File: config.mk
export PLATFORM = sky130hd
export DESIGN_NAME = two_wire_bus_master_core
export DESIGN_NICKNAME = d
export VERILOG_FILES = /design/src/include/two_wire_pkg.sv /design/src/design/two_wire_bus_master_core.sv
export SDC_FILE = /design/constraint.sdc
export NUM_CORES = 1
export LEC_CHECK = 0
export BUFFER_PORTS_ARGS = -buffer_cell sky130_fd_sc_hd__buf_2
export CAP_MARGIN = 25
export CORE_UTILIZATION = 25
export CTS_CLUSTER_SIZE = 40
export DETAILED_ROUTE_END_ITERATION = 16
export HOLD_SLACK_MARGIN = 0.15
export PLACE_DENSITY = 0.38
export SLEW_MARGIN = 40
export SYNTH_ARGS = -nofsm -noshare
export SYNTH_HDL_FRONTEND = slang
export SYNTH_SLANG_ARGS = --single-unit
export TNS_END_PERCENT = 30
File: constraint.sdc
create_clock -name aclk -period 2.8 [get_ports aclk]
set_input_delay 0.28 -clock aclk [delete_from_list [all_inputs] [get_ports aclk]]
set_output_delay 0.28 -clock aclk [all_outputs]
set_load 0.02 [all_outputs]
File: src/include/two_wire_pkg.sv
// Constants, types and register map of the two-wire bus master core.
package two_wire_pkg;
  // ==========================================================================
  // Register map (byte addresses on the register bus).
  localparam int unsigned ADDR_W = 6;
  localparam logic [5:0] OFF_CTRL = 6'h00;
  localparam logic [5:0] OFF_MCTRL = 6'h04;
  localparam logic [5:0] OFF_MASTER_STATUS_REGISTER = 6'h08;
  localparam logic [5:0] OFF_MRATE = 6'h0C;
  localparam logic [5:0] OFF_MASTER_TARGET_ADDRESS = 6'h10;
  localparam logic [5:0] OFF_MASTER_DATA_REGISTER = 6'h14;
  localparam logic [5:0] OFF_OWNADDR = 6'h18;
  localparam logic [5:0] OFF_TCTRL = 6'h1C;
  localparam logic [5:0] OFF_MCMD = 6'h20;
  // ==========================================================================
  // Field positions and values.
  localparam int unsigned CTRL_SETUP_BIT = 4;
  localparam int unsigned CTRL_HOLD_LSB = 2;
  localparam int unsigned CTRL_FMP_BIT = 1;
  localparam int unsigned MCTRL_EN_BIT = 0;
  localparam int unsigned MCTRL_TMO_LSB = 2;
  localparam int unsigned TCTRL_EN_BIT = 0;
  localparam int unsigned TCTRL_MATCH_BIT = 7;
  localparam logic [7:0] REG_RESET = 8'h00;
  localparam logic [1:0] CMD_STOP = 2'b11;
  localparam logic [1:0] AXI_OKAY = 2'b00;
  localparam logic [1:0] AXI_SLVERR = 2'b10;
  // ==========================================================================
  // Timing.
  localparam int unsigned CLK_PERIOD_NS = 10;
  localparam logic [8:0] PHASE_EXTRA = 9'h005;
  localparam int unsigned TIMEOUT_BASE_NS = 50000;
  localparam int unsigned TIMEOUT_BASE_CYC = TIMEOUT_BASE_NS / CLK_PERIOD_NS;
  // ==========================================================================
  // Types.
  typedef enum logic [1:0] {
    BUS_UNKNOWN = 2'b00,
    BUS_IDLE = 2'b01,
    BUS_BUSY = 2'b10,
    BUS_OWNER = 2'b11
  } bus_state_t;
  typedef enum logic [3:0] {
    M_IDLE = 4'b0000,
    M_START = 4'b0001,
    M_LOW = 4'b0011,
    M_HIGH = 4'b0010,
    M_HOLD = 4'b0110,
    M_PREP = 4'b0111,
    M_RISE = 4'b0101,
    M_STOP_LOW = 4'b0100,
    M_STOP_HIGH = 4'b1100,
    M_STOP_END = 4'b1101
  } mstate_t;
  typedef struct packed {
    logic read_done;
    logic write_done;
    logic scl_stretch;
    logic received_ack;
    logic arb_lost;
    logic rsvd;
    bus_state_t bus_state;
  } status_t;
endpackage : two_wire_pkg

File: src/design/two_wire_bus_master_core.sv
// Two-wire bus master core: bus state tracker, rate generator and address phase.
// Behaviour
// - Lines are only pulled low or released, never driven high.
// - After Start the master sends seven address bits plus a direction bit.
// - A packet is nine bit periods: eight data bits, then acknowledge.
// - The master ends its transaction with a Stop condition.
// - Software writes own address, enables target; target waits for matching address.
// - Write or read flag set by the address phase holds SCL low; clearing releases it. A collision sets the write flag without holding SCL.
// - SCL rate is clock over ten plus twice divider plus rise time.
// - Low phase lasts divider plus five cycles, fall time included.
// - High phase counting starts only once SCL is sensed high.
// - Bus state tracking runs whenever the master is enabled.
// - Bus state is Unknown after reset, enable and disable.
// - Writing one to the bus state field forces Idle; others ignored.
// - First Stop or configured inactivity timeout moves the state to Idle.
// - Foreign Start in Idle gives Busy; Stop or timeout returns Idle.
// - Own Start gives Owner; own Stop Idle; collision gives Busy.
// - Writing target address starts a transaction and copies into data.
// - Start waits while the bus is Busy, then address shifts out.
// - Acknowledged write address sets write flag, clears ack flag, holds SCL.
// - Acknowledged read address clears ack flag and holds SCL low.
// - Unacknowledged address sets write and ack flags and holds SCL.
`timescale 1ns/1ns
`default_nettype none
module two_wire_bus_master_core
  import two_wire_pkg::*;
#(
  parameter int unsigned TIMEOUT_BASE_CYCLES = TIMEOUT_BASE_CYC
) (
  input wire logic aclk,
  input wire logic aresetn,
  input wire logic [ADDR_W-1:0] awaddr,
  input wire logic awvalid,
  output logic awready,
  input wire logic [31:0] wdata,
  input wire logic [3:0] wstrb,
  input wire logic wvalid,
  output logic wready,
  output logic [1:0] bresp,
  output logic bvalid,
  input wire logic bready,
  input wire logic [ADDR_W-1:0] araddr,
  input wire logic arvalid,
  output logic arready,
  output logic [31:0] rdata,
  output logic [1:0] rresp,
  output logic rvalid,
  input wire logic rready,
  input wire logic scl_in,
  output logic scl_out,
  output logic scl_oe_n,
  input wire logic sda_in,
  output logic sda_out,
  output logic sda_oe_n
);
  // ==========================================================================
  // Register bus slave.
  function automatic logic reg_known(input logic [ADDR_W-1:0] a);
    reg_known = (a == OFF_CTRL) || (a == OFF_MCTRL) || (a == OFF_MASTER_STATUS_REGISTER) || (a == OFF_MRATE) ||
                (a == OFF_MASTER_TARGET_ADDRESS) || (a == OFF_MASTER_DATA_REGISTER) || (a == OFF_OWNADDR) || (a == OFF_TCTRL) ||
                (a == OFF_MCMD);
  endfunction : reg_known

  logic aw_full_r, w_full_r, bvalid_r, rvalid_r;
  logic [ADDR_W-1:0] aw_addr_r;
  logic [7:0] w_data_r;
  logic w_lane_r;
  logic [1:0] bresp_r, rresp_r;
  logic [31:0] rdata_r;
  logic wr_fire, wr_en;
  logic [7:0] ctrl_r, mctrl_r, mrate_r, master_target_address_r, master_data_register_r, own_r;
  logic tgt_en_r, tgt_match_r;
  status_t status;

  assign awready = !aw_full_r && !bvalid_r;
  assign wready = !w_full_r && !bvalid_r;
  assign arready = !rvalid_r;
  assign bvalid = bvalid_r;
  assign bresp = bresp_r;
  assign rvalid = rvalid_r;
  assign rresp = rresp_r;
  assign rdata = rdata_r;
  assign wr_fire = aw_full_r && w_full_r && !bvalid_r;
  assign wr_en = wr_fire && w_lane_r && reg_known(aw_addr_r);

  always_ff @(posedge aclk) begin
    if (!aresetn) begin
      aw_full_r <= 1'b0;
      w_full_r <= 1'b0;
      bvalid_r <= 1'b0;
      bresp_r <= AXI_OKAY;
      aw_addr_r <= '0;
      w_data_r <= REG_RESET;
      w_lane_r <= 1'b0;
    end else begin
      if (awvalid && awready) begin
        aw_full_r <= 1'b1;
        aw_addr_r <= awaddr;
      end
      if (wvalid && wready) begin
        w_full_r <= 1'b1;
        w_data_r <= wdata[7:0];
        w_lane_r <= wstrb[0];
      end
      if (wr_fire) begin
        aw_full_r <= 1'b0;
        w_full_r <= 1'b0;
        bvalid_r <= 1'b1;
        bresp_r <= reg_known(aw_addr_r) ? AXI_OKAY : AXI_SLVERR;
      end else if (bready) begin
        bvalid_r <= 1'b0;
      end
    end
  end

  always_ff @(posedge aclk) begin
    if (!aresetn) begin
      rvalid_r <= 1'b0;
      rresp_r <= AXI_OKAY;
      rdata_r <= '0;
    end else if (arvalid && arready) begin
      rvalid_r <= 1'b1;
      rresp_r <= reg_known(araddr) ? AXI_OKAY : AXI_SLVERR;
      if (araddr == OFF_CTRL) begin
        rdata_r <= {24'h0000_00, ctrl_r};
      end else if (araddr == OFF_MCTRL) begin
        rdata_r <= {24'h0000_00, mctrl_r};
      end else if (araddr == OFF_MASTER_STATUS_REGISTER) begin
        rdata_r <= {24'h0000_00, status};
      end else if (araddr == OFF_MRATE) begin
        rdata_r <= {24'h0000_00, mrate_r};
      end else if (araddr == OFF_MASTER_TARGET_ADDRESS) begin
        rdata_r <= {24'h0000_00, master_target_address_r};
      end else if (araddr == OFF_MASTER_DATA_REGISTER) begin
        rdata_r <= {24'h0000_00, master_data_register_r};
      end else if (araddr == OFF_OWNADDR) begin
        rdata_r <= {24'h0000_00, own_r};
      end else if (araddr == OFF_TCTRL) begin
        rdata_r <= {24'h0000_00, tgt_match_r, 6'h00, tgt_en_r};
      end else begin
        rdata_r <= '0;
      end
    end else if (rready) begin
      rvalid_r <= 1'b0;
    end
  end

  logic wr_master_target_address, wr_master_data_register, wr_status, wr_stop;
  assign wr_master_target_address = wr_en && (aw_addr_r == OFF_MASTER_TARGET_ADDRESS);
  assign wr_master_data_register = wr_en && (aw_addr_r == OFF_MASTER_DATA_REGISTER);
  assign wr_status = wr_en && (aw_addr_r == OFF_MASTER_STATUS_REGISTER);
  assign wr_stop = wr_en && (aw_addr_r == OFF_MCMD) && (w_data_r[1:0] == CMD_STOP);

  // Options are stored before enabling; hold select delays SDA after SCL falls.
  always_ff @(posedge aclk) begin
    if (!aresetn) begin
      ctrl_r <= REG_RESET;
      mctrl_r <= REG_RESET;
      mrate_r <= REG_RESET;
      master_target_address_r <= REG_RESET;
      master_data_register_r <= REG_RESET;
      own_r <= REG_RESET;
      tgt_en_r <= 1'b0;
    end else if (wr_en) begin
      if (aw_addr_r == OFF_CTRL) begin
        ctrl_r <= w_data_r;
      end else if (aw_addr_r == OFF_MCTRL) begin
        mctrl_r <= w_data_r;
      end else if (aw_addr_r == OFF_MRATE) begin
        mrate_r <= w_data_r;
      end else if (aw_addr_r == OFF_MASTER_TARGET_ADDRESS) begin
        master_target_address_r <= w_data_r;
        master_data_register_r <= w_data_r;
      end else if (aw_addr_r == OFF_MASTER_DATA_REGISTER) begin
        master_data_register_r <= w_data_r;
      end else if (aw_addr_r == OFF_OWNADDR) begin
        own_r <= w_data_r;
      end else if (aw_addr_r == OFF_TCTRL) begin
        tgt_en_r <= w_data_r[TCTRL_EN_BIT];
      end
    end
  end

  AST_ADDR_COPY: assert property (@(posedge aclk) disable iff (!aresetn)
    wr_master_target_address |=> (master_data_register_r == master_target_address_r) && (master_target_address_r == $past(w_data_r)))
    else $error("Target address was not copied into the data register.");

  // ==========================================================================
  // Pin synchronisers and condition detectors.
  logic scl_meta_r, scl_s_r, sda_meta_r, sda_s_r, scl_prev_r, sda_prev_r;
  logic start_det, stop_det, line_act;
  always_ff @(posedge aclk) begin
    if (!aresetn) begin
      scl_meta_r <= 1'b1;
      scl_s_r <= 1'b1;
      sda_meta_r <= 1'b1;
      sda_s_r <= 1'b1;
      scl_prev_r <= 1'b1;
      sda_prev_r <= 1'b1;
    end else begin
      scl_meta_r <= scl_in;
      scl_s_r <= scl_meta_r;
      sda_meta_r <= sda_in;
      sda_s_r <= sda_meta_r;
      scl_prev_r <= scl_s_r;
      sda_prev_r <= sda_s_r;
    end
  end
  assign start_det = scl_s_r && scl_prev_r && sda_prev_r && !sda_s_r;
  assign stop_det = scl_s_r && scl_prev_r && !sda_prev_r && sda_s_r;
  assign line_act = (scl_s_r != scl_prev_r) || (sda_s_r != sda_prev_r);

  // ==========================================================================
  // Master sequencer: start, nine-bit address packet, clock hold and stop.
  logic men;
  logic [8:0] period, hold_cnt;
  mstate_t state_r;
  logic [8:0] cnt_r;
  logic [3:0] bit_cnt_r;
  logic [7:0] shreg_r;
  logic scl_low_r, sda_low_r, ack_r, start_req_r, stop_req_r, stretch_r;
  logic tx_bit, last_bit, phase_end, sample, collide, addr_done;

  assign men = mctrl_r[MCTRL_EN_BIT];
  assign period = {1'b0, mrate_r} + PHASE_EXTRA;
  assign hold_cnt = {7'h00, ctrl_r[CTRL_HOLD_LSB +: 2]};
  assign last_bit = (bit_cnt_r == 4'h8);
  assign tx_bit = last_bit ? 1'b1 : shreg_r[~bit_cnt_r[2:0]];
  assign phase_end = (cnt_r == period - 9'h001);
  assign sample = (state_r == M_HIGH) && scl_s_r && (cnt_r == 9'h000);
  assign collide = sample && !last_bit && tx_bit && !sda_s_r;
  assign addr_done = (state_r == M_HIGH) && scl_s_r && phase_end && last_bit;

  // Both lines only ever pull low; the released level comes from the pull-ups.
  assign scl_out = 1'b0;
  assign sda_out = 1'b0;
  assign scl_oe_n = !scl_low_r;
  assign sda_oe_n = !sda_low_r;

  always_ff @(posedge aclk) begin
    if (!aresetn || !men) begin
      state_r <= M_IDLE;
      cnt_r <= 9'h000;
      bit_cnt_r <= 4'h0;
      shreg_r <= REG_RESET;
      scl_low_r <= 1'b0;
      sda_low_r <= 1'b0;
      ack_r <= 1'b0;
      start_req_r <= 1'b0;
      stop_req_r <= 1'b0;
    end else begin
      case (state_r)
        M_IDLE: begin
          scl_low_r <= 1'b0;
          sda_low_r <= 1'b0;
          cnt_r <= 9'h000;
          stop_req_r <= 1'b0;
          if (start_req_r && (status.bus_state == BUS_IDLE) && scl_s_r && sda_s_r) begin
            state_r <= M_START;
            sda_low_r <= 1'b1;
            shreg_r <= master_target_address_r;
            start_req_r <= 1'b0;
          end
        end
        M_START: begin
          cnt_r <= cnt_r + 9'h001;
          if (phase_end) begin
            state_r <= M_LOW;
            scl_low_r <= 1'b1;
            cnt_r <= 9'h000;
            bit_cnt_r <= 4'h0;
          end
        end
        M_LOW, M_PREP, M_STOP_LOW: begin
          cnt_r <= cnt_r + 9'h001;
          if (cnt_r == hold_cnt) begin
            sda_low_r <= (state_r == M_LOW) ? !tx_bit : (state_r == M_STOP_LOW);
          end
          if (phase_end) begin
            state_r <= (state_r == M_LOW) ? M_HIGH : ((state_r == M_PREP) ? M_RISE : M_STOP_HIGH);
            scl_low_r <= 1'b0;
            cnt_r <= 9'h000;
          end
        end
        M_HIGH, M_RISE, M_STOP_HIGH: begin
          if (!scl_s_r) begin
            cnt_r <= 9'h000;
          end else if (collide) begin
            state_r <= M_IDLE;
            sda_low_r <= 1'b0;
          end else begin
            cnt_r <= cnt_r + 9'h001;
            if (sample && last_bit) begin
              ack_r <= !sda_s_r;
            end
            if (phase_end) begin
              cnt_r <= 9'h000;
              if (state_r == M_RISE) begin
                state_r <= M_START;
                sda_low_r <= 1'b1;
                shreg_r <= master_target_address_r;
                start_req_r <= 1'b0;
              end else if (state_r == M_STOP_HIGH) begin
                state_r <= M_STOP_END;
                sda_low_r <= 1'b0;
              end else begin
                state_r <= last_bit ? M_HOLD : M_LOW;
                scl_low_r <= 1'b1;
                bit_cnt_r <= bit_cnt_r + 4'h1;
              end
            end
          end
        end
        M_HOLD: begin
          scl_low_r <= stretch_r;
          cnt_r <= 9'h000;
          if (stop_req_r) begin
            state_r <= M_STOP_LOW;
            scl_low_r <= 1'b1;
            stop_req_r <= 1'b0;
          end else if (start_req_r) begin
            state_r <= M_PREP;
            scl_low_r <= 1'b1;
          end
        end
        M_STOP_END: begin
          cnt_r <= cnt_r + 9'h001;
          if (phase_end) begin
            state_r <= M_IDLE;
          end
        end
        default: begin
          state_r <= M_IDLE;
        end
      endcase
      if (wr_master_target_address) begin
        start_req_r <= 1'b1;
      end
      if (wr_stop) begin
        stop_req_r <= 1'b1;
      end
    end
  end

  AST_HIGH_WAITS: assert property (@(posedge aclk) disable iff (!aresetn)
    (state_r == M_HIGH && !scl_s_r) |=> (cnt_r == 9'h000) || (state_r != M_HIGH))
    else $error("High phase counted while SCL was still low.");
  AST_LOW_SPAN: assert property (@(posedge aclk) disable iff (!aresetn)
    (state_r == M_LOW && $past(state_r) == M_LOW) |-> (cnt_r == $past(cnt_r) + 9'h001) && (cnt_r < period))
    else $error("Low phase count does not run to divider plus five.");
  AST_NINE_BITS: assert property (@(posedge aclk) disable iff (!aresetn)
    (state_r == M_HOLD && $past(state_r) == M_HIGH) |-> $past(bit_cnt_r) == 4'h8)
    else $error("Address packet did not last nine bit periods.");
  AST_START_WAITS: assert property (@(posedge aclk) disable iff (!aresetn)
    (state_r == M_IDLE && status.bus_state == BUS_BUSY) |=> state_r != M_START)
    else $error("Start issued while the bus was busy.");
  AST_OPEN_DRAIN: assert property (@(posedge aclk) disable iff (!aresetn)
    (scl_out == 1'b0) && (sda_out == 1'b0) && (scl_oe_n == !scl_low_r))
    else $error("A bus line was driven high.");

  // ==========================================================================
  // Status flags; a hardware set wins over a clear in the same cycle.
  logic write_done_r, read_done_r, received_ack_flag_r, arb_lost_r;
  logic write_done_nxt, read_done_nxt;
  logic set_wr, set_rd;
  assign set_wr = (addr_done && (!ack_r || !shreg_r[0])) || collide;
  assign set_rd = addr_done && ack_r && shreg_r[0];

  always_comb begin
    write_done_nxt = write_done_r;
    read_done_nxt = read_done_r;
    if (wr_master_target_address || wr_master_data_register || (wr_status && w_data_r[6])) begin
      write_done_nxt = 1'b0;
    end
    if (wr_master_target_address || (wr_status && w_data_r[7])) begin
      read_done_nxt = 1'b0;
    end
    if (set_wr) begin
      write_done_nxt = 1'b1;
    end
    if (set_rd) begin
      read_done_nxt = 1'b1;
    end
  end

  always_ff @(posedge aclk) begin
    if (!aresetn) begin
      write_done_r <= 1'b0;
      read_done_r <= 1'b0;
      received_ack_flag_r <= 1'b0;
      arb_lost_r <= 1'b0;
      stretch_r <= 1'b0;
    end else begin
      write_done_r <= write_done_nxt;
      read_done_r <= read_done_nxt;
      if (addr_done) begin
        received_ack_flag_r <= !ack_r;
        stretch_r <= 1'b1;
      end else if (wr_master_target_address || !(write_done_nxt || read_done_nxt)) begin
        stretch_r <= 1'b0;
      end
      if (collide) begin
        arb_lost_r <= 1'b1;
      end else if (wr_master_target_address || (wr_status && w_data_r[3])) begin
        arb_lost_r <= 1'b0;
      end
    end
  end

  AST_NACK_FLAGS: assert property (@(posedge aclk) disable iff (!aresetn)
    (addr_done && !ack_r) |=> write_done_r && received_ack_flag_r && stretch_r)
    else $error("Missing acknowledge did not set write and ack flags.");
  AST_HOLD_LOW: assert property (@(posedge aclk) disable iff (!aresetn)
    (state_r == M_HOLD && $past(state_r) == M_HOLD && stretch_r) |=> !scl_oe_n || state_r != M_HOLD)
    else $error("SCL released while a completion flag was pending.");

  // ==========================================================================
  // Bus state tracker and inactivity timeout.
  bus_state_t bus_state_r;
  logic men_prev_r;
  logic [17:0] idle_cnt_r, tmo_lim;
  logic tmo_hit, force_idle;
  // Only the inactivity figure varies, so one base count scaled by the field serves every setting.
  assign tmo_lim = 18'(TIMEOUT_BASE_CYCLES) * {16'h0000, mctrl_r[MCTRL_TMO_LSB +: 2]};
  // Compare with at least the limit, so a field raised after a long quiet spell still expires.
  assign tmo_hit = (tmo_lim != 18'h0_0000) && (idle_cnt_r >= tmo_lim);
  assign force_idle = wr_status && (w_data_r[1:0] == BUS_IDLE);

  always_ff @(posedge aclk) begin
    if (!aresetn || line_act) begin
      idle_cnt_r <= 18'h0_0000;
    end else if (!tmo_hit) begin
      idle_cnt_r <= idle_cnt_r + 18'h0_0001;
    end
  end

  always_ff @(posedge aclk) begin
    if (!aresetn) begin
      men_prev_r <= 1'b0;
      bus_state_r <= BUS_UNKNOWN;
    end else begin
      men_prev_r <= men;
      if (!men || (men != men_prev_r)) begin
        bus_state_r <= BUS_UNKNOWN;
      end else if (force_idle) begin
        bus_state_r <= BUS_IDLE;
      end else if (collide) begin
        bus_state_r <= BUS_BUSY;
      end else if (stop_det) begin
        bus_state_r <= BUS_IDLE;
      end else if (start_det && bus_state_r == BUS_IDLE) begin
        bus_state_r <= (state_r == M_START) ? BUS_OWNER : BUS_BUSY;
      end else if (tmo_hit && (bus_state_r == BUS_BUSY || bus_state_r == BUS_UNKNOWN)) begin
        bus_state_r <= BUS_IDLE;
      end
    end
  end

  assign status = '{read_done: read_done_r, write_done: write_done_r, scl_stretch: stretch_r,
                    received_ack: received_ack_flag_r, arb_lost: arb_lost_r, rsvd: 1'b0, bus_state: bus_state_r};

  AST_UNKNOWN_ON_EN: assert property (@(posedge aclk) disable iff (!aresetn)
    (men != $past(men)) |=> bus_state_r == BUS_UNKNOWN)
    else $error("Enable change did not set the bus state to Unknown.");
  AST_FORCE_IDLE: assert property (@(posedge aclk) disable iff (!aresetn)
    (force_idle && men && men_prev_r) |=> bus_state_r == BUS_IDLE)
    else $error("Forcing Idle had no effect.");

  // ==========================================================================
  // Target address watcher: only reports a match, the packet itself is elsewhere.
  logic tgt_busy_r;
  logic [2:0] tgt_cnt_r;
  logic [6:0] tgt_sh_r;
  always_ff @(posedge aclk) begin
    if (!aresetn) begin
      tgt_busy_r <= 1'b0;
      tgt_cnt_r <= 3'h0;
      tgt_sh_r <= 7'h00;
      tgt_match_r <= 1'b0;
    end else begin
      if (wr_en && aw_addr_r == OFF_TCTRL && w_data_r[TCTRL_MATCH_BIT]) begin
        tgt_match_r <= 1'b0;
      end
      if (!tgt_en_r || stop_det) begin
        tgt_busy_r <= 1'b0;
      end else if (start_det) begin
        tgt_busy_r <= 1'b1;
        tgt_cnt_r <= 3'h0;
      end else if (tgt_busy_r && scl_s_r && !scl_prev_r) begin
        tgt_sh_r <= {tgt_sh_r[5:0], sda_s_r};
        tgt_cnt_r <= tgt_cnt_r + 3'h1;
        if (tgt_cnt_r == 3'h7) begin
          tgt_busy_r <= 1'b0;
          if (tgt_sh_r == own_r[7:1]) begin
            tgt_match_r <= 1'b1;
          end
        end
      end
    end
  end
endmodule : two_wire_bus_master_core
`default_nettype wire

# Word level (Yosys, flattened, before mapping)
# Index checks and enable logic that the tools add are counted.
dict set report totals {
  word_cells 364
  input_bits 57
  reg_bits 178
}
dict set report classes {
  muxes 103
  bitwise 11
  n_eq_ne 57
  reduce_logical 139
  n_mul 1
  n_lt_le_gt_ge 2
  addsub 6
}
# operator count
set ops {}
lappend ops {{8-bit two-way mux} 15}
lappend ops {{4-bit two-way mux} 18}
lappend ops {{1-bit two-way mux} 50}
lappend ops {{6-bit by 5-bit equality test with 1-bit output, second input constant} 8}
lappend ops {{1-bit logical AND} 44}
lappend ops {{9-bit case mux with 4 select lines} 1}
lappend ops {{1-bit logical OR} 30}
lappend ops {{9-bit two-way mux} 3}
lappend ops {{6-bit by 4-bit equality test with 1-bit output, second input constant} 4}
lappend ops {{3-bit != test, second input constant} 8}
lappend ops {{4-bit case mux with 6 select lines} 1}
lappend ops {{2-bit != test, second input constant} 11}
lappend ops {{7-bit AND reduction} 3}
lappend ops {{2-bit nonzero test} 10}
lappend ops {{18-bit by 1-bit adder with 18-bit output, second input constant} 1}
lappend ops {{18-bit by 15-bit >= comparator with 1-bit output} 1}
lappend ops {{18-bit nonzero test} 1}
lappend ops {{1-bit zero test} 17}
lappend ops {{4-bit by 3-bit equality test with 1-bit output, second input constant} 4}
lappend ops {{8-bit case mux with 2 select lines} 1}
lappend ops {{8-bit AND reduction} 2}
lappend ops {{5-bit AND reduction} 3}
lappend ops {{4-bit equality test, second input constant} 3}
lappend ops {{6-bit by 3-bit equality test with 1-bit output, second input constant} 2}
lappend ops {{other kinds (41)} 78}

# Depth between registers and ports, before layout
dict set report depth {
  depth_word 20
  mapped_depth 12
  depth_no_buf 11
}

# Least setup slack after synthesis
# No wires, ideal clock.
dict set report synth_timing {
  kind {reg2reg}
  from {reg mctrl_r[2]}
  to {reg idle_cnt_r[15]}
  slack_ps 365
  t_arrival_ps 2307
  t_required_ps 2672
  setup_time_ps 128
  path_stages_with_launch 13
  cell_sequence {dfxtp_1 > inv_1 > ha_1 > inv_1 > ha_1 > nor3_1 > nand4_1 > a31oi_1 > o221ai_2 > buf_2 > nor4_1 > xnor2_1 > nor2_1}
}
dict set report synth_via {
  elab_chain_len 3
  word_cells_on_any_way 4
  classes_between {mul (1); order compare (1); reduce/logical (2)}
}
# element line
set synth_rtl {}
lappend synth_rtl {{start, declared} two_wire_bus_master_core.sv:71} ;# logic [7:0] ctrl_r, mctrl_r, mrate_r, master_target_address_r, master_data_register_r, own_r;
lappend synth_rtl {{start signal, assigned} two_wire_bus_master_core.sv:168} ;# mctrl_r <= w_data_r;
lappend synth_rtl {{10-bit by 2-bit multiplier with 12-bit output (*)} two_wire_bus_master_core.sv:424} ;# assign tmo_lim = 18'(TIMEOUT_BASE_CYCLES) * {16'h0000, mctrl_r[MCTRL_TMO_LSB +: 2]};
lappend synth_rtl {{18-bit by 15-bit >= comparator with 1-bit output / 18-bit nonzero test (equally long branches)} two_wire_bus_master_core.sv:426} ;# assign tmo_hit = (tmo_lim != 18'h0_0000) && (idle_cnt_r >= tmo_lim);
lappend synth_rtl {{1-bit logical AND (*)} two_wire_bus_master_core.sv:426}
lappend synth_rtl {{end signal, assigned} two_wire_bus_master_core.sv:433} ;# idle_cnt_r <= idle_cnt_r + 18'h0_0001;
lappend synth_rtl {{end, declared} two_wire_bus_master_core.sv:421} ;# logic [17:0] idle_cnt_r, tmo_lim;
# Every way passes the cells marked *; elsewhere a longest branch is shown, timed or not.
# A chain may end at the register's enable or synchronous reset.

# Worst setup path after layout
dict set report layout_timing {
  from {reg mctrl_r[2]}
  to {reg idle_cnt_r[8]}
}
# Same word-level chain as after synthesis.

==> results by stage <==
Status:
- The flow ran to the end, and the final reports show no timing, DRC or antenna violations.

Setup path:
- The start of the worst register-to-register path is mctrl_r[2].
- At the worst endpoint, the arrival time is 2.85 ns.
- Of all nets on the critical path, the largest fanout is 13.
- For the worst setup path, the data required time is 3.09 ns.
- The critical path class is reg -> reg.
- The worst setup path is launched from a register.
- Measured in cells, the most critical reg-to-reg path has a length of 12.
- The endpoint identified for the worst register-to-register timing path is idle_cnt_r[8].
- STA classifies the critical path endpoint as a register.
- Setup slack on the worst reg-to-reg path comes out at 0.24 ns.

Final layout:
- 0 antenna diodes ended up in the layout.
- The number of flip-flops under the largest register name is 18.
- The growth of design area from synthesis to finish is 19.9%.
- Leaving out fill and tap cells, the most frequent cell in the layout is sky130_fd_sc_hd__dfxtp_1.
- After the last flow step, the layout net total stands at 1,122.
- More flip-flops sit in one register than any other, and that register is idle_cnt_r.
- The share of post-route cells with drive strength above 1 is 0.137.
- The largest registers in the layout are idle_cnt_r x18, cnt_r x9.
- The post-route core utilization is 0.305.
- The library cells used most frequently in the layout, excluding fill and tap cells, are sky130_fd_sc_hd__dfxtp_1 (152), sky130_fd_sc_hd__nor2_1 (120), sky130_fd_sc_hd__nand2_1 (84).

Worst hold path:
- The path with the worst hold slack has its endpoint at rdata[2].
- The worst hold path was traced through 4 stages.
- The class of the tightest hold or removal check is in -> reg.
- The start point of the worst hold path is araddr[1].

Clocking:
- For the worst-skew pair, the clock arrives at the later sink with an insertion delay of 0.43 ns.
- The CTS tree is done.
- The number of setup buffers added after CTS is 0.
- The CTS clock-pin slew for the worst setup and hold paths is 0.07 ns.
- The number of buffers created by CTS is 17.
- The number of clock sinks is 152.
- The root buffer cell chosen for the clock tree is sky130_fd_sc_hd__clkbuf_16.
- The longest clock path from root to sink contains 2 buffers.
- The H-tree generated during clock tree synthesis spans 4 levels.

Global route:
- The global routing met2 resource utilization is 0.244.
- For this run, the total global-route usage over all layers was measured as 0.151.
- The number of antenna violations at the first check in global routing is 0.
- The leftover overflow at the end of global routing is 0.
- The met1 global-route usage is 0.205.
- The fraction of met3 tracks used by global routing is 0.0237.
- The largest net degree at the start of global routing is 93.
- After global routing, the most crowded layer is met2.
- The number of global-route vias before repair is 6,643.
- The global-route wire length before repair is 38.6 mm.

Timing:
- The smallest clock period supported by the final layout is computed as 2.56 ns.
- The count of final setup violators is 0.
- The worst slew margin relative to its limit is 0.503.
- The clock arrives with 0.0118 ns of skew.
- Hold timing on the final database bottoms out at a slack of 0.206 ns.
- At the pin with the least slew margin, the transition time is 0.745 ns.
- The count of final hold-check violations is 0.
- For this run, the top clock speed supported by timing is 390 MHz.
- Once routing completed, OpenROAD measured the worst setup slack at 0.235 ns.
- The count of pins over their slew limit came to 0.
- Of the available clock period, the critical path in the final layout requires 0.916.

Floorplanning:
- The die height is 182 um.
- The core area is 0.0316 mm^2.
- For this configuration, the core starts out at a cell density of 0.255.
- The floorplan has 65 rows.
- The floorplan step defined a die boundary enclosing 0.0330 mm^2.
- Measured along the x axis, the die boundary spans 182 um.
- During I/O placement, the number of pins put on the boundary was 102.

Synthesis:
- Synthesis inferred 152 register bits.
- In the synthesized netlist, the number of instances is 971.
- Counting flops with a built-in enable in the synthesized netlist gives 0.
- The fraction of registers with async set/reset is 0.
- The warning count from the yosys run is 0.
- By area the synthesized netlist is led by sky130_fd_sc_hd__dfxtp_1 (38%), sky130_fd_sc_hd__mux2i_1 (8.2%), sky130_fd_sc_hd__nor2_1 (5.6%).
- The proportion of netlist area held by the largest area contributor is 0.378.
- The cell taking the most area after synthesis is sky130_fd_sc_hd__dfxtp_1.
- Of the synthesized area, sequential elements account for 0.378.
- The netlist uses 68 different library cells.
- The mean area per synthesized cell is 8.30 um^2.
- The most instantiated flip-flop cell in the synthesis netlist is sky130_fd_sc_hd__dfxtp_1.
- In this run the cell area of the synthesized design comes to 0.00806 mm^2.

Run:
- Max-cap violations in this run came to 0.

Drt:
- The detailed router finished its first iteration with 404 violations.
- The post-detailed-routing wire length is 24.1 mm.
- The final antenna-violating net count is 0.
- Dividing the detail-routed via count by the number of cells gives 4.66.
- Across all layers, the routed design uses 6,788 vias.
- The first-pass detailed-route iteration total is 4.
- The final routed wire length divided by cell count is 16.6 um.
- The final routed DRC violation total is 0.

Power:
- The leakage dissipation is 3.58 nW.
- The design draws 5.06 mW.
- The areal power density over the cells is 524 mW/mm^2.
- The peak supply drop is 0.358 mV.

Placement:
- The congestion estimate from routability-driven global placement came to 0.803.
- The detailed placer's ending HPWL is 17.1 mm.
- The number of buffers inserted by port buffering is 46.
- At the placement stage, the worst setup path has a slack of 0.101 ns.
-- metal layers --
metal / wire length, um / up-vias / share of wire
met5: 0 / - / 0
met4: 349 / 0 / 0.014
met3: 641 / 17 / 0.027
met2: 11100 / 116 / 0.46
met1: 12100 / 3155 / 0.50
li1: - / 3500 / -
-- synth_stat cells, drive strengths merged (3+ instances only) --
| master | instances |
|---|---|
| or3 | 10 |
| and2 | 4 |
| nand4 | 17 |
| o211ai | 4 |
| nor4 | 10 |
| nor3 | 27 |
| a21o | 6 |
| a22oi | 16 |
| nand2 | 84 |
| o31ai | 6 |
| xnor2 | 31 |
| xor2 | 4 |
| o21a | 6 |
| o22ai | 17 |
| inv | 36 |
| nand4b | 3 |
| o221ai | 3 |
| nor2b | 18 |
| nand3 | 39 |
| o21ai | 43 |
| and3b | 4 |
| mux2i | 66 |
| buf | 41 |
| a22o | 3 |
| clkbuf | 43 |
| or4 | 6 |
| dfxtp | 152 |
| or2 | 4 |
| a21oi | 61 |
| a31oi | 4 |
| and3 | 5 |
| nor2 | 121 |
| a211oi | 11 |
| nand2b | 13 |
| ha | 23 |
-- through the flow --
stage,TNS [ns],std cells,cell area [um^2]
2_1_floorplan,0,998,8160
3_3_place_gp,0,1403,8770
3_5_place_dp,0,1403,8780
4_1_cts,0,1456,9630
5_1_grt,-0.0201,1456,9660
6_report,0,1456,9660
-- critical path, stage by stage (launching register included) --
cell and delay [ns]:
sky130_fd_sc_hd__dfxtp_1 0.39, sky130_fd_sc_hd__inv_1 0.10, sky130_fd_sc_hd__ha_1 0.28, sky130_fd_sc_hd__inv_1 0.04
sky130_fd_sc_hd__ha_1 0.18, sky130_fd_sc_hd__nor3_1 0.18, sky130_fd_sc_hd__nand4_1 0.14, sky130_fd_sc_hd__a31oi_2 0.26
sky130_fd_sc_hd__o221ai_4 0.22, sky130_fd_sc_hd__buf_4 0.22, sky130_fd_sc_hd__nor3_1 0.23, sky130_fd_sc_hd__xnor2_1 0.15
sky130_fd_sc_hd__nor2_1 0.05
-- worst max path at each step --
| stage | startpoint | to | slack (ns) | depth (start not counted) |
|---|---|---|---|---|
| after global routing | mctrl_r[2] | idle_cnt_r[8] | -0.02 | 12 |
| final | mctrl_r[2] | idle_cnt_r[8] | 0.24 | 12 |
| after detailed placement | mctrl_r[2] | idle_cnt_r[8] | 0.10 | 12 |
| after floorplan | mctrl_r[2] | idle_cnt_r[15] | 0.37 | 12 |
| after global placement | mctrl_r[2] | idle_cnt_r[6] | 0.11 | 12 |
| after CTS | mctrl_r[2] | idle_cnt_r[8] | 0.1 | 12 |
-- area by class of cell --
class                   instances  area [um^2]
fillers                      3374        22000
multi-input cells             724         4580
flip-flops and latches        152         3040
repair buffers                109          762
well taps                     402          503
clock buffers                  19          443
clock inverters                12          191
inverters                      38          143
-- power breakdown --
group          internal (mW)  switching [mW]
Combinational          0.104           0.196
Clock                   1.53           0.995
Sequential              2.19          0.0434
Total                   3.83            1.23
-- logic make-up (layout without fill, tap and decap cells) --
| logic type | count (synthesis) | in the layout | synth area share |
|---|---|---|---|
| buf+inv | 122 | 178 | 0.0714 |
| other cells | 1 | 28 | 0.000465 |
| simple gates | 372 | 372 | 0.228 |
| xor+xnor | 35 | 35 | 0.0380 |
| flops | 152 | 152 | 0.378 |
| fa+ha+maj | 23 | 23 | 0.0357 |
| mux | 70 | 70 | 0.0904 |
| compound gates | 196 | 196 | 0.159 |
-- repair_timing --
action | 4_1_cts | 5_1_grt
gates resized for setup | 0 | 4
endpoints found under the setup margin | 0 | 16
hold buffers | 22 | 0
endpoints found under the hold margin | 20 | 0
Power figures use the tool's default switching activity.
